==> src/verilog/blio_pkg.sv <==
package blio_pkg;

    localparam int             BLIO_ADDR_W        = 16;
    localparam int             BLIO_DATA_W        = 16;
    localparam int             BLIO_PORT_W        = 8;

    // I/O-space addresses of the two board ports.
    localparam logic [15:0]    BLIO_SWITCH_ADDR   = 16'h0008;
    localparam logic [15:0]    BLIO_LAMP_ADDR     = 16'h000C;

    localparam logic [7:0]     BLIO_LAMP_RESET    = 8'h00;
    localparam logic [15:0]    BLIO_BUS_RESET     = 16'h0000;
    // Upper data bits returned with an eight-bit port value.
    localparam logic [7:0]     BLIO_UPPER_PAD     = 8'h00;

    // One sampled external bus cycle from the processor.
    typedef struct packed {
        logic                  io_space_strobe;
        logic                  write_strobe;
        logic                  read_strobe;
        logic [15:0]           addr;
        logic [15:0]           wdata;
    } blio_bus_t;

    // Processor status pins that drive the two dedicated lamps.
    typedef struct packed {
        logic                  external_flag_output;
        logic                  branch_test_input;
    } blio_status_t;

endpackage

==> src/verilog/blio_ports.sv <==
`timescale 1ns/10ps
// Summary of operation
// - An I/O write to address 000Ch loads the low eight data bits into the lamp latch.
// - Each lamp follows its own latched bit, lit for 1 and dark for 0.
// - The lamp latch is write-only; a read of 000Ch returns the last value seen on the data bus.
// - An I/O read of address 0008h drives the eight switch states onto the low data bits.
// - A switch that is on reads as 1 and off as 0, so all on reads as 00FFh.
// - The switch port is read-only; writes to its address change nothing.
// - A dedicated lamp is lit while the external flag output is 1.
// - A dedicated lamp is lit while the branch test input is 1.
module blio_ports
    import blio_pkg::*;
#(
    parameter int                       ADDR_W = BLIO_ADDR_W,
    parameter int                       DATA_W = BLIO_DATA_W,
    parameter int                       PORT_W = BLIO_PORT_W
)
(
    input  wire logic                   i_mclk,
    input  wire logic                   i_rst,
    input  wire blio_bus_t              i_bus,
    input  wire logic [15:0]            i_data_bus_in,
    input  wire blio_status_t           i_status,
    input  wire logic [7:0]             i_switch_bank,
    output logic [15:0]                 o_rdata,
    output logic                        o_rdata_oe,
    output logic [7:0]                  o_lamps,
    output logic                        o_flag_lamp,
    output logic                        o_branch_lamp
);

    // Processor strobes come from the processor's own clock tree, and switches and
    // status pins are asynchronous, so every input passes two flip-flops first.
    blio_bus_t              bus_meta;
    blio_bus_t              bus_sync;
    logic [15:0]            dbus_meta;
    logic [15:0]            dbus_sync;
    blio_status_t           stat_meta;
    blio_status_t           stat_sync;
    logic [7:0]             sw_meta;
    logic [7:0]             sw_sync;
    logic [7:0]             switch_bank_register;
    logic [7:0]             lamp_output_latch;
    logic [15:0]            bus_hold;
    logic                   wr_seen;
    logic                   lamp_wr;
    logic                   sw_rd;
    logic                   lamp_rd;
    logic                   lamp_wr_first;

    // The decoder and both ports are sized for the board bus; any other width
    // would cut addresses or data without notice, so it is refused here.
    if (ADDR_W != BLIO_ADDR_W || DATA_W != BLIO_DATA_W || PORT_W != BLIO_PORT_W) begin
        $error("blio_ports only serves the board bus and port widths");
    end

    function automatic logic io_hit(input blio_bus_t b, input logic [15:0] a);
        io_hit = b.io_space_strobe && (b.addr == a);
    endfunction

    // Program-space and data-space cycles at the same address never match.
    function automatic logic io_write(input blio_bus_t b, input logic [15:0] a);
        io_write = io_hit(b, a) && b.write_strobe;
    endfunction

    function automatic logic io_read(input blio_bus_t b, input logic [15:0] a);
        io_read = io_hit(b, a) && b.read_strobe;
    endfunction

    // Widens a port value onto the data bus with the upper byte held low.
    function automatic logic [15:0] port_to_bus(input logic [7:0] v);
        port_to_bus = {BLIO_UPPER_PAD, v};
    endfunction

    // Each field of the bus word is synchronised on its own, so a strobe may be
    // seen one cycle apart from its address; the host holds all of them for
    // several cycles, which keeps the decode stable while it is used.
    always_ff @(posedge i_mclk) begin
        if (i_rst) begin
            bus_meta <= '0;
            bus_sync <= '0;
        end else begin
            bus_meta <= i_bus;
            bus_sync <= bus_meta;
        end
    end

    always_ff @(posedge i_mclk) begin
        if (i_rst) begin
            dbus_meta <= BLIO_BUS_RESET;
            dbus_sync <= BLIO_BUS_RESET;
        end else begin
            dbus_meta <= i_data_bus_in;
            dbus_sync <= dbus_meta;
        end
    end

    always_ff @(posedge i_mclk) begin
        if (i_rst) begin
            stat_meta <= '0;
            stat_sync <= '0;
        end else begin
            stat_meta <= i_status;
            stat_sync <= stat_meta;
        end
    end

    // Switches bounce; the two stages only guard against metastability and do
    // not debounce, so a read during a bounce may return either level.
    always_ff @(posedge i_mclk) begin
        if (i_rst) begin
            sw_meta <= '0;
            sw_sync <= '0;
        end else begin
            sw_meta <= i_switch_bank;
            sw_sync <= sw_meta;
        end
    end

    assign lamp_wr = io_write(bus_sync, BLIO_LAMP_ADDR);
    assign sw_rd   = io_read(bus_sync, BLIO_SWITCH_ADDR);
    assign lamp_rd = io_read(bus_sync, BLIO_LAMP_ADDR);

    // Loading only on the first strobe cycle keeps a long write from picking up
    // data that the host may already be changing at its end.
    assign lamp_wr_first = lamp_wr && !wr_seen;

    // A write strobe is seen once per access; the latch loads on its first cycle.
    always_ff @(posedge i_mclk) begin
        if (i_rst) begin
            wr_seen <= 1'b0;
        end else begin
            wr_seen <= bus_sync.write_strobe;
        end
    end

    always_ff @(posedge i_mclk) begin
        if (i_rst) begin
            lamp_output_latch <= BLIO_LAMP_RESET;
        end else if (lamp_wr_first) begin
            lamp_output_latch <= bus_sync.wdata[BLIO_PORT_W-1:0];
        end
    end

    // Switch bits map one to one; no write path reaches them.
    always_ff @(posedge i_mclk) begin
        if (i_rst) begin
            switch_bank_register <= '0;
        end else begin
            switch_bank_register <= sw_sync;
        end
    end

    // Tracks the last value on the external data bus, which is what a read of the
    // write-only lamp address returns, as the board bus keeps its last level.
    always_ff @(posedge i_mclk) begin
        if (i_rst) begin
            bus_hold <= BLIO_BUS_RESET;
        end else if (bus_sync.write_strobe) begin
            bus_hold <= bus_sync.wdata;
        end else if (sw_rd) begin
            bus_hold <= port_to_bus(switch_bank_register);
        end else if (!(bus_sync.read_strobe && bus_sync.io_space_strobe)) begin
            bus_hold <= dbus_sync;
        end
    end

    always_ff @(posedge i_mclk) begin
        if (i_rst) begin
            o_rdata <= BLIO_BUS_RESET;
        end else if (sw_rd) begin
            o_rdata <= port_to_bus(switch_bank_register);
        end else if (lamp_rd) begin
            o_rdata <= bus_hold;
        end
    end

    assign o_rdata_oe = sw_rd || lamp_rd;

    // The lamp drivers are registered so that no decode glitch reaches a lamp.
    always_ff @(posedge i_mclk) begin
        if (i_rst) begin
            o_lamps <= BLIO_LAMP_RESET;
        end else begin
            o_lamps <= lamp_output_latch;
        end
    end

    // The status lamps trail their pins by three cycles, far below what an eye sees.
    always_ff @(posedge i_mclk) begin
        if (i_rst) begin
            o_flag_lamp <= 1'b0;
        end else begin
            o_flag_lamp <= stat_sync.external_flag_output;
        end
    end

    always_ff @(posedge i_mclk) begin
        if (i_rst) begin
            o_branch_lamp <= 1'b0;
        end else begin
            o_branch_lamp <= stat_sync.branch_test_input;
        end
    end

endmodule
==> config.mk <==
export PLATFORM = sky130hd
export DESIGN_NAME = blio_ports
export DESIGN_NICKNAME = d
export VERILOG_FILES = /design/src/verilog/blio_pkg.sv /design/src/verilog/blio_ports.sv
export SDC_FILE = /design/constraint.sdc
export NUM_CORES = 1
export LEC_CHECK = 0
export ABC_AREA = 1
export BUFFER_PORTS_ARGS = -buffer_cell sky130_fd_sc_hd__buf_2
export CELL_PAD_IN_SITES_DETAIL_PLACEMENT = 2
export CELL_PAD_IN_SITES_GLOBAL_PLACEMENT = 2
export CORE_ASPECT_RATIO = 0.5
export CORE_MARGIN = 2
export CORE_UTILIZATION = 33
export CTS_CLUSTER_SIZE = 20
export DETAILED_ROUTE_END_ITERATION = 10
export PLACE_DENSITY_LB_ADDON = 0.1
export SLEW_MARGIN = 20
export SYNTH_ARGS = -nofsm -noshare
export SYNTH_HDL_FRONTEND = slang
export SYNTH_SLANG_ARGS = --single-unit
==> constraint.sdc <==
create_clock -name i_mclk -period 1.75 [get_ports i_mclk]
set_input_delay 0.0875 -clock i_mclk [delete_from_list [all_inputs] [get_ports i_mclk]]
set_output_delay 0.0875 -clock i_mclk [all_outputs]
set_load 0.05 [all_outputs]
==> impl_metrics.json, run 1 <==
{
  "fillers": 1920,
  "synth_nets": 804,
  "portBuffers": 89,
  "ir_worst_vdd_mv": 0.732,
  "rows": 34,
  "min_period_over_period_pct": 97.2,
  "criticalPathCategory": "reg -> out",
  "yosys_warnings": 0,
  "internal-power_uw": 7130,
  "met2_usage_pct": 35.2,
  "grt_max_degree": 114,
  "detail_route.wl_per_cell_um": 15.7,
  "clock_skew_ns": 0.00887,
  "drv_slew": 0,
  "fmax_mhz": 588,
  "hold_class": "in -> reg",
  "met1_usage_pct": 23.8,
  "rsz0062_at_grt": "true",
  "cts_tree": "yes",
  "p_leak_uw": 0.00396,
  "drc": 0,
  "seq_area_mm2": 0.00363,
  "finalSetupTns_ns": 0,
  "setup-violations-final": 0,
  "hold_violations": 0,
  "clock-root-buffer": "clkbuf_16",
  "grt_pass1_wl_um": 29100,
  "vias_per_cell": 4.40,
  "crit_slowest_cell": "dfxtp_1",
  "numCtsBuffers": 17,
  "regToRegEndpoint": "bus_hold[0]$_SDFFE_PP0P_",
  "clock-sinks": 181,
  "swShare_pct": 22.8,
  "synth-edff-count": 0,
  "status": "complete, no violations",
  "synth.most_common_cell": "nor2_1",
  "fin_crit_ns": 1.70,
  "path_cells": "nor2_1, nand2_1, nor2_4, nand2_8, buf_12, nand2_4, buf_8",
  "multi_input_area_mm2": 0.00173,
  "grtUsageMet3_pct": 3.56,
  "coreArea_mm2": 0.0177,
  "hp-start": "i_bus[34]",
  "async_flop_share_pct": 0,
  "syn_inst": 741,
  "p_per_area_mw_per_mm2": 1120,
  "max_cap_violations": 0,
  "vias": 5064,
  "rr_worst_depth": 9,
  "gp_congestion": 0.781,
  "initial_utilization_pct": 34.2,
  "ys_types": 24,
  "n_antenna_cell": 0,
  "dieArea_mm2": 0.0195,
  "first_global_vias": 5596,
  "syn_avg_cell_area_um2": 8.15,
  "start_kind": "flop",
  "netlist_area_mm2": 0.00604,
  "cts_htree_levels": 4,
  "r2r-start": "bus_sync[28]$_SDFF_PP0_",
  "io_pins": 90,
  "area_growth_pct": 36.3,
  "seq_area_frac_synth_pct": 60.0,
  "p_switching_uw": 2110,
  "worstPathRequired_ns": 1.66,
  "ys_ff_latch": 181,
  "synth_area_leader_cell": "dfxtp_1",
  "cp.arrival_ns": 1.61,
  "clkPwrFrac_pct": 46.9,
  "postRouteWirelength_um": 18000,
  "grt_usage_pct": 19.6,
  "grt_busiest_layer": "met2",
  "drive_above_1_share_pct": 19.1,
  "synth.area.top_cells": "dfxtp_1 (60%), nor2_1 (13%), inv_1 (9.5%)",
  "dp_hpwl_um": 10400,
  "grt.overflow.total": 0,
  "worst_path_largest_cell_delay_ns": 0.30,
  "synthTopCellsByCount": "nor2_1 (215), dfxtp_1 (181), inv_1 (152)",
  "p_seq_share_pct": 46.9,
  "synth-main-ff-cell": "dfxtp_1",
  "chipHeight_um": 99.6,
  "first_pass_iters": 4,
  "cts_buffer_depth": 2,
  "synth_top_area_share_pct": 60.0,
  "total_power_uw": 9230,
  "worstPathMaxFanout": 4,
  "crit_path_end_kind": "primary output",
  "clk_pin_slew_worst_paths_ns": 0.07,
  "antenna_found_initial": 0,
  "worstHoldPathCells": 4,
  "worstHoldEndpoint": "bus_meta[34]$_SDFF_PP0_",
  "final_nets": 968,
  "combPwrFrac_pct": 6.2,
  "r2r_setup_slack_ns": 0.10,
  "antenna_left": 0,
  "drt_iter0_markers": 196,
  "chipWidth_um": 195,
  "slew_headroom_pct": 68.1,
  "worstMarginPinSlew_ns": 0.479,
  "insertion_delay_ns": 0.43
}
[cell families after synthesis]
group	after synthesis	share of synthesized area (%)
simple gates	332	23.7
buf+inv	187	12.5
flops	181	60.0
compound gates	41	3.73
[stage by stage]
stage	util, %	hold WS, ns	worst slack (ns)	instance area [um2]	cells
finish	46.6	0.397	0.0498	8230	1152
global route	46.6	0.413	-0.0481	8230	1152
detailed placement	37.9	0.298	0.0769	6690	1042
CTS	46.0	0.371	0.0100	8130	1144
floorplan	-	0.194	0.258	6040	741
global placement	37.9	0.287	0.113	6690	1042
[state kept, by name, indices dropped and copies added, names as in the netlist]
name,flops
stat_meta,2
sw_meta,8
bus_sync,35
stat_sync,2
bus_meta,35
o_lamps,8
o_branch_lamp,1
wr_seen,1
bus_hold,16
o_flag_lamp,1
dbus_meta,16
sw_sync,8
dbus_sync,16
lamp_output_latch,8
switch_bank_register,8
o_rdata,16
[repair_timing]
action | 4_1_cts | 5_1_grt
cloned | 1 | 1
hold buffers | 63 | 0
endpoints found under the hold margin | 63 | 0
setup buffers | 6 | 7
resized for setup | 17 | 15
setup endpoints to repair | 1 | 29
pin swaps | 5 | 11
[power groups by stage]
| stage | logic, uW | registers, uW | clock network, uW |
|---|---|---|---|
| floorplan | 258 | 4400 | 0 |
| global placement | 400 | 4420 | 0 |
| detailed placement | 415 | 4420 | 0 |
| CTS | 545 | 4330 | 4450 |
| global route | 646 | 4350 | 4600 |
| finish | 569 | 4330 | 4330 |
[layer usage]
| metal | share of wire, % | wire length [um] |
|---|---|---|
| met1 | 45 | 8080 |
| met2 | 51 | 9150 |
| met3 | 3.0 | 537 |
| met4 | 1.5 | 274 |
| met5 | 0 | 0 |
[worst max path at each step]
| stage | depth (start not counted) | endpoint | slack [ns] | from |
|---|---|---|---|---|
| 6_report | 7 | o_rdata_oe | 0.05 | bus_sync[28]$_SDFF_PP0_ |
| 3_3_place_gp | 6 | o_rdata_oe | 0.11 | bus_sync[21]$_SDFF_PP0_ |
| 5_1_grt | 7 | o_rdata_oe | -0.05 | bus_sync[18]$_SDFF_PP0_ |
| 2_1_floorplan | 6 | o_rdata_oe | 0.26 | bus_sync[23]$_SDFF_PP0_ |
| 4_1_cts | 8 | o_rdata_oe | 0.01 | bus_sync[19]$_SDFF_PP0_ |
| 3_5_place_dp | 8 | o_rdata[4]$_SDFFE_PP0P_ | 0.08 | bus_sync[21]$_SDFF_PP0_ |
[cells in the final DEF (no fill, tap or decap), types with 3 or more instances in the layout]
cell,n
nand3_2,3
buf_4,20
bufinv_16,5
a21oi_1,9
nor2_1,209
dfxtp_2,3
nand2_1,64
nor2_4,4
clkinv_4,3
a211oi_1,8
nand4_1,16
dlygate4sd3_1,63
o21ai_0,12
inv_1,150
dfxtp_1,178
nand3_1,22
buf_2,87
nand3_4,4
clkbuf_16,17
o21ai_1,12
nor2_2,6
[worst max-delay path: cells and delay by family (launching register included)]
| kind | cells | cell delay [ns] |
|---|---|---|
| flops | 1 | 0.30 |
| buf+inv | 2 | 0.29 |
| simple gates | 5 | 0.60 |
[cell type report]
cell class / count / area share, %
clock buffer: 18 / 5.34
sequential: 181 / 44.1
clock inverter: 14 / 2.71
inverter: 154 / 7.10
timing repair buffer: 177 / 16.2
tap: 234 / 3.56
multi-input combinational: 374 / 21.0
(Power assumes the default switching activity.)
==> run 2, diff against run 1 <==
- PLACE_DENSITY: not set -> 0.76
- PLACE_DENSITY_LB_ADDON: 0.1 -> not set
==> run 2 against run 1 <==
Net effect: the run now ends with negative setup slack left; via count rose by 3.9%; setup slack got worse by 0.17 ns; combinational power up 8.1%; worst hold slack got worse by 0.017 ns; flip-flop and latch count did not move; wire length increased by 26%.
==> impl_metrics.json, run 2 (synthesis gave the netlist of run 1 again) <==
{
  "drt_iter0_markers": 261,
  "chipWidth_um": 195,
  "multi_input_area_mm2": 0.00172,
  "final_cell_mix": "nor2_1 (208), dfxtp_1 (174), inv_1 (151)",
  "top_regs": "bus_meta: 35 flops, bus_sync: 35 flops",
  "crit_family": "simple AND/OR/NAND/NOR gates",
  "seq_area_mm2": 0.00364,
  "worstPathMaxFanout": 8,
  "max_cap_violations": 0,
  "setup-violations-final": 10,
  "crit_path_end_kind": "flop",
  "p_per_area_mw_per_mm2": 1080,
  "hold_class": "in -> reg",
  "worstPathRequired_ns": 2.06,
  "hold_ws_ns": 0.380,
  "p_leak_uw": 0.00397,
  "dieArea_mm2": 0.0195,
  "hold_violations": 0,
  "clock_skew_ns": 0.0134,
  "numCtsBuffers": 17,
  "path_cells": "nor2_2, nand2_2, nor2_8, nand2_4, buf_12, buf_4, buf_4, nand3_1, nand2_1, nor2_1, nor2_1",
  "dp_hpwl_um": 10700,
  "fin_crit_ns": 1.87,
  "vias_per_cell": 4.54,
  "cp.arrival_ns": 2.19,
  "drv_slew": 0,
  "worst_path_largest_cell_delay_ns": 0.34,
  "clk_pin_slew_worst_paths_ns": 0.08,
  "drive_above_1_share_pct": 20.5,
  "postRouteWirelength_um": 22800,
  "n_antenna_cell": 0,
  "crit_slowest_cell": "dfxtp_1",
  "rows": 34,
  "drc": 0,
  "clock-root-buffer": "clkbuf_16",
  "start_kind": "flop",
  "insertion_delay_ns": 0.45,
  "io_pins": 90,
  "cts_tree": "yes",
  "rsz0062_at_grt": "true",
  "clock-sinks": 181,
  "area_growth_pct": 35.8,
  "criticalPathCategory": "reg -> reg",
  "detail_route.wl_per_cell_um": 19.6,
  "portBuffers": 89,
  "grt.overflow.total": 0,
  "slew_headroom_pct": 62.2,
  "final_common_cell": "nor2_1",
  "grt_pass1_wl_um": 30000,
  "first_pass_iters": 5,
  "first_global_vias": 5730,
  "antenna_left": 0,
  "cts_buffer_depth": 2,
  "gp_congestion": 0.745,
  "chipHeight_um": 99.6,
  "initial_utilization_pct": 34.2,
  "cp_num_buf_inv": 3,
  "coreArea_mm2": 0.0177,
  "post-route-util_pct": 46.4,
  "antenna_found_initial": 0,
  "grt_usage_pct": 20.1,
  "final_nets": 976,
  "min_period_over_period_pct": 107,
  "fmax_mhz": 534,
  "vias": 5263,
  "cts_htree_levels": 4,
  "setup_slack_ns": -0.124,
  "violations": "negative setup slack",
  "worstMarginPinSlew_ns": 0.566,
  "grt_max_degree": 100,
  "status": "finished, violations left",
  "ir_worst_vdd_mv": 0.420,
  "fillers": 1907
}
==> run 2: changes by cell type in the layout (fill, tap and decap cells not counted), moves of 3 or more <==
| cell | before | now |
|---|---|---|
| nand2_1 | 64 | 60 |
| buf_4 | 20 | 31 |
| nand3_2 | 3 | 0 |
| nand2_2 | 0 | 6 |
| bufinv_16 | 5 | 1 |
| dfxtp_1 | 178 | 174 |
==> run 2: timing repair <==
action	4_1_cts	5_1_grt
setup endpoints to repair	17	30
cloned	0	1
hold buffers	62	0
pin swaps	2	17
setup buffers	4	20
hold endpoints to repair	72	0
gates resized for setup	8	30
==> run 2: final cells by class <==
class,instances,share of cell area [%]
Clock inverter,14,1.77
Clock buffer,18,5.23
Multi-Input combinational cell,373,21.0
Sequential cell,181,44.4
Tap cell,234,3.57
Inverter,154,7.10
Timing Repair Buffer,186,17.0
==> run 2: power by group <==
group	leakage, uW	internal, uW	switching (uW)
sequential	0.00149	4270	79.5
clock	0.000274	2010	1870
combinational	0.00221	266	349
total	0.00397	6540	2300
==> run 2: worst reg2reg max path: cells and delay by family, from the launching register on <==
kind	cells	cell delay (ns)
buffers and inverters	3	0.43
flip-flops	1	0.34
AND/OR/NAND/NOR	8	0.97
==> run 2: per-stage QoR <==
step / instance area, um2 / setup slack (ns) / std cells / power [uW] / TNS [ns]
final: 8200 / -0.124 / 1160 / 8840 / -0.439
after global routing: 8200 / -0.195 / 1160 / 9170 / -2.28
after CTS: 7940 / -0.182 / 1139 / 8740 / -0.182
after detailed placement: 6690 / -0.0562 / 1041 / 4840 / -0.0562
after global placement: 6690 / 0.0257 / 1041 / 4810 / 0
after floorplan: 6040 / 0.258 / 741 / 4660 / 0
==> run 2: per-layer routing <==
metal  routed length [um]  vias up  track usage [%]
met5                    0        -                0
met1                 9520     2572             23.4
met4                  681        0             6.46
met2                11800      127             37.6
li1                     -     2516                -
met3                  786       48             4.00
==> run 2: path summary, 6_finish.rpt <==
path | from | to | slack (ns) | cells past startpoint
max | bus_sync[21]$_SDFF_PP0_ | bus_hold[0]$_SDFFE_PP0P_ | -0.12 | 11
min | i_bus[20] | bus_meta[20]$_SDFF_PP0_ | 0.38 | 4
max reg2reg | bus_sync[21]$_SDFF_PP0_ | bus_hold[0]$_SDFFE_PP0P_ | -0.12 | 11
min reg2reg | bus_meta[4]$_SDFF_PP0_ | bus_sync[4]$_SDFF_PP0_ | 0.40 | 2
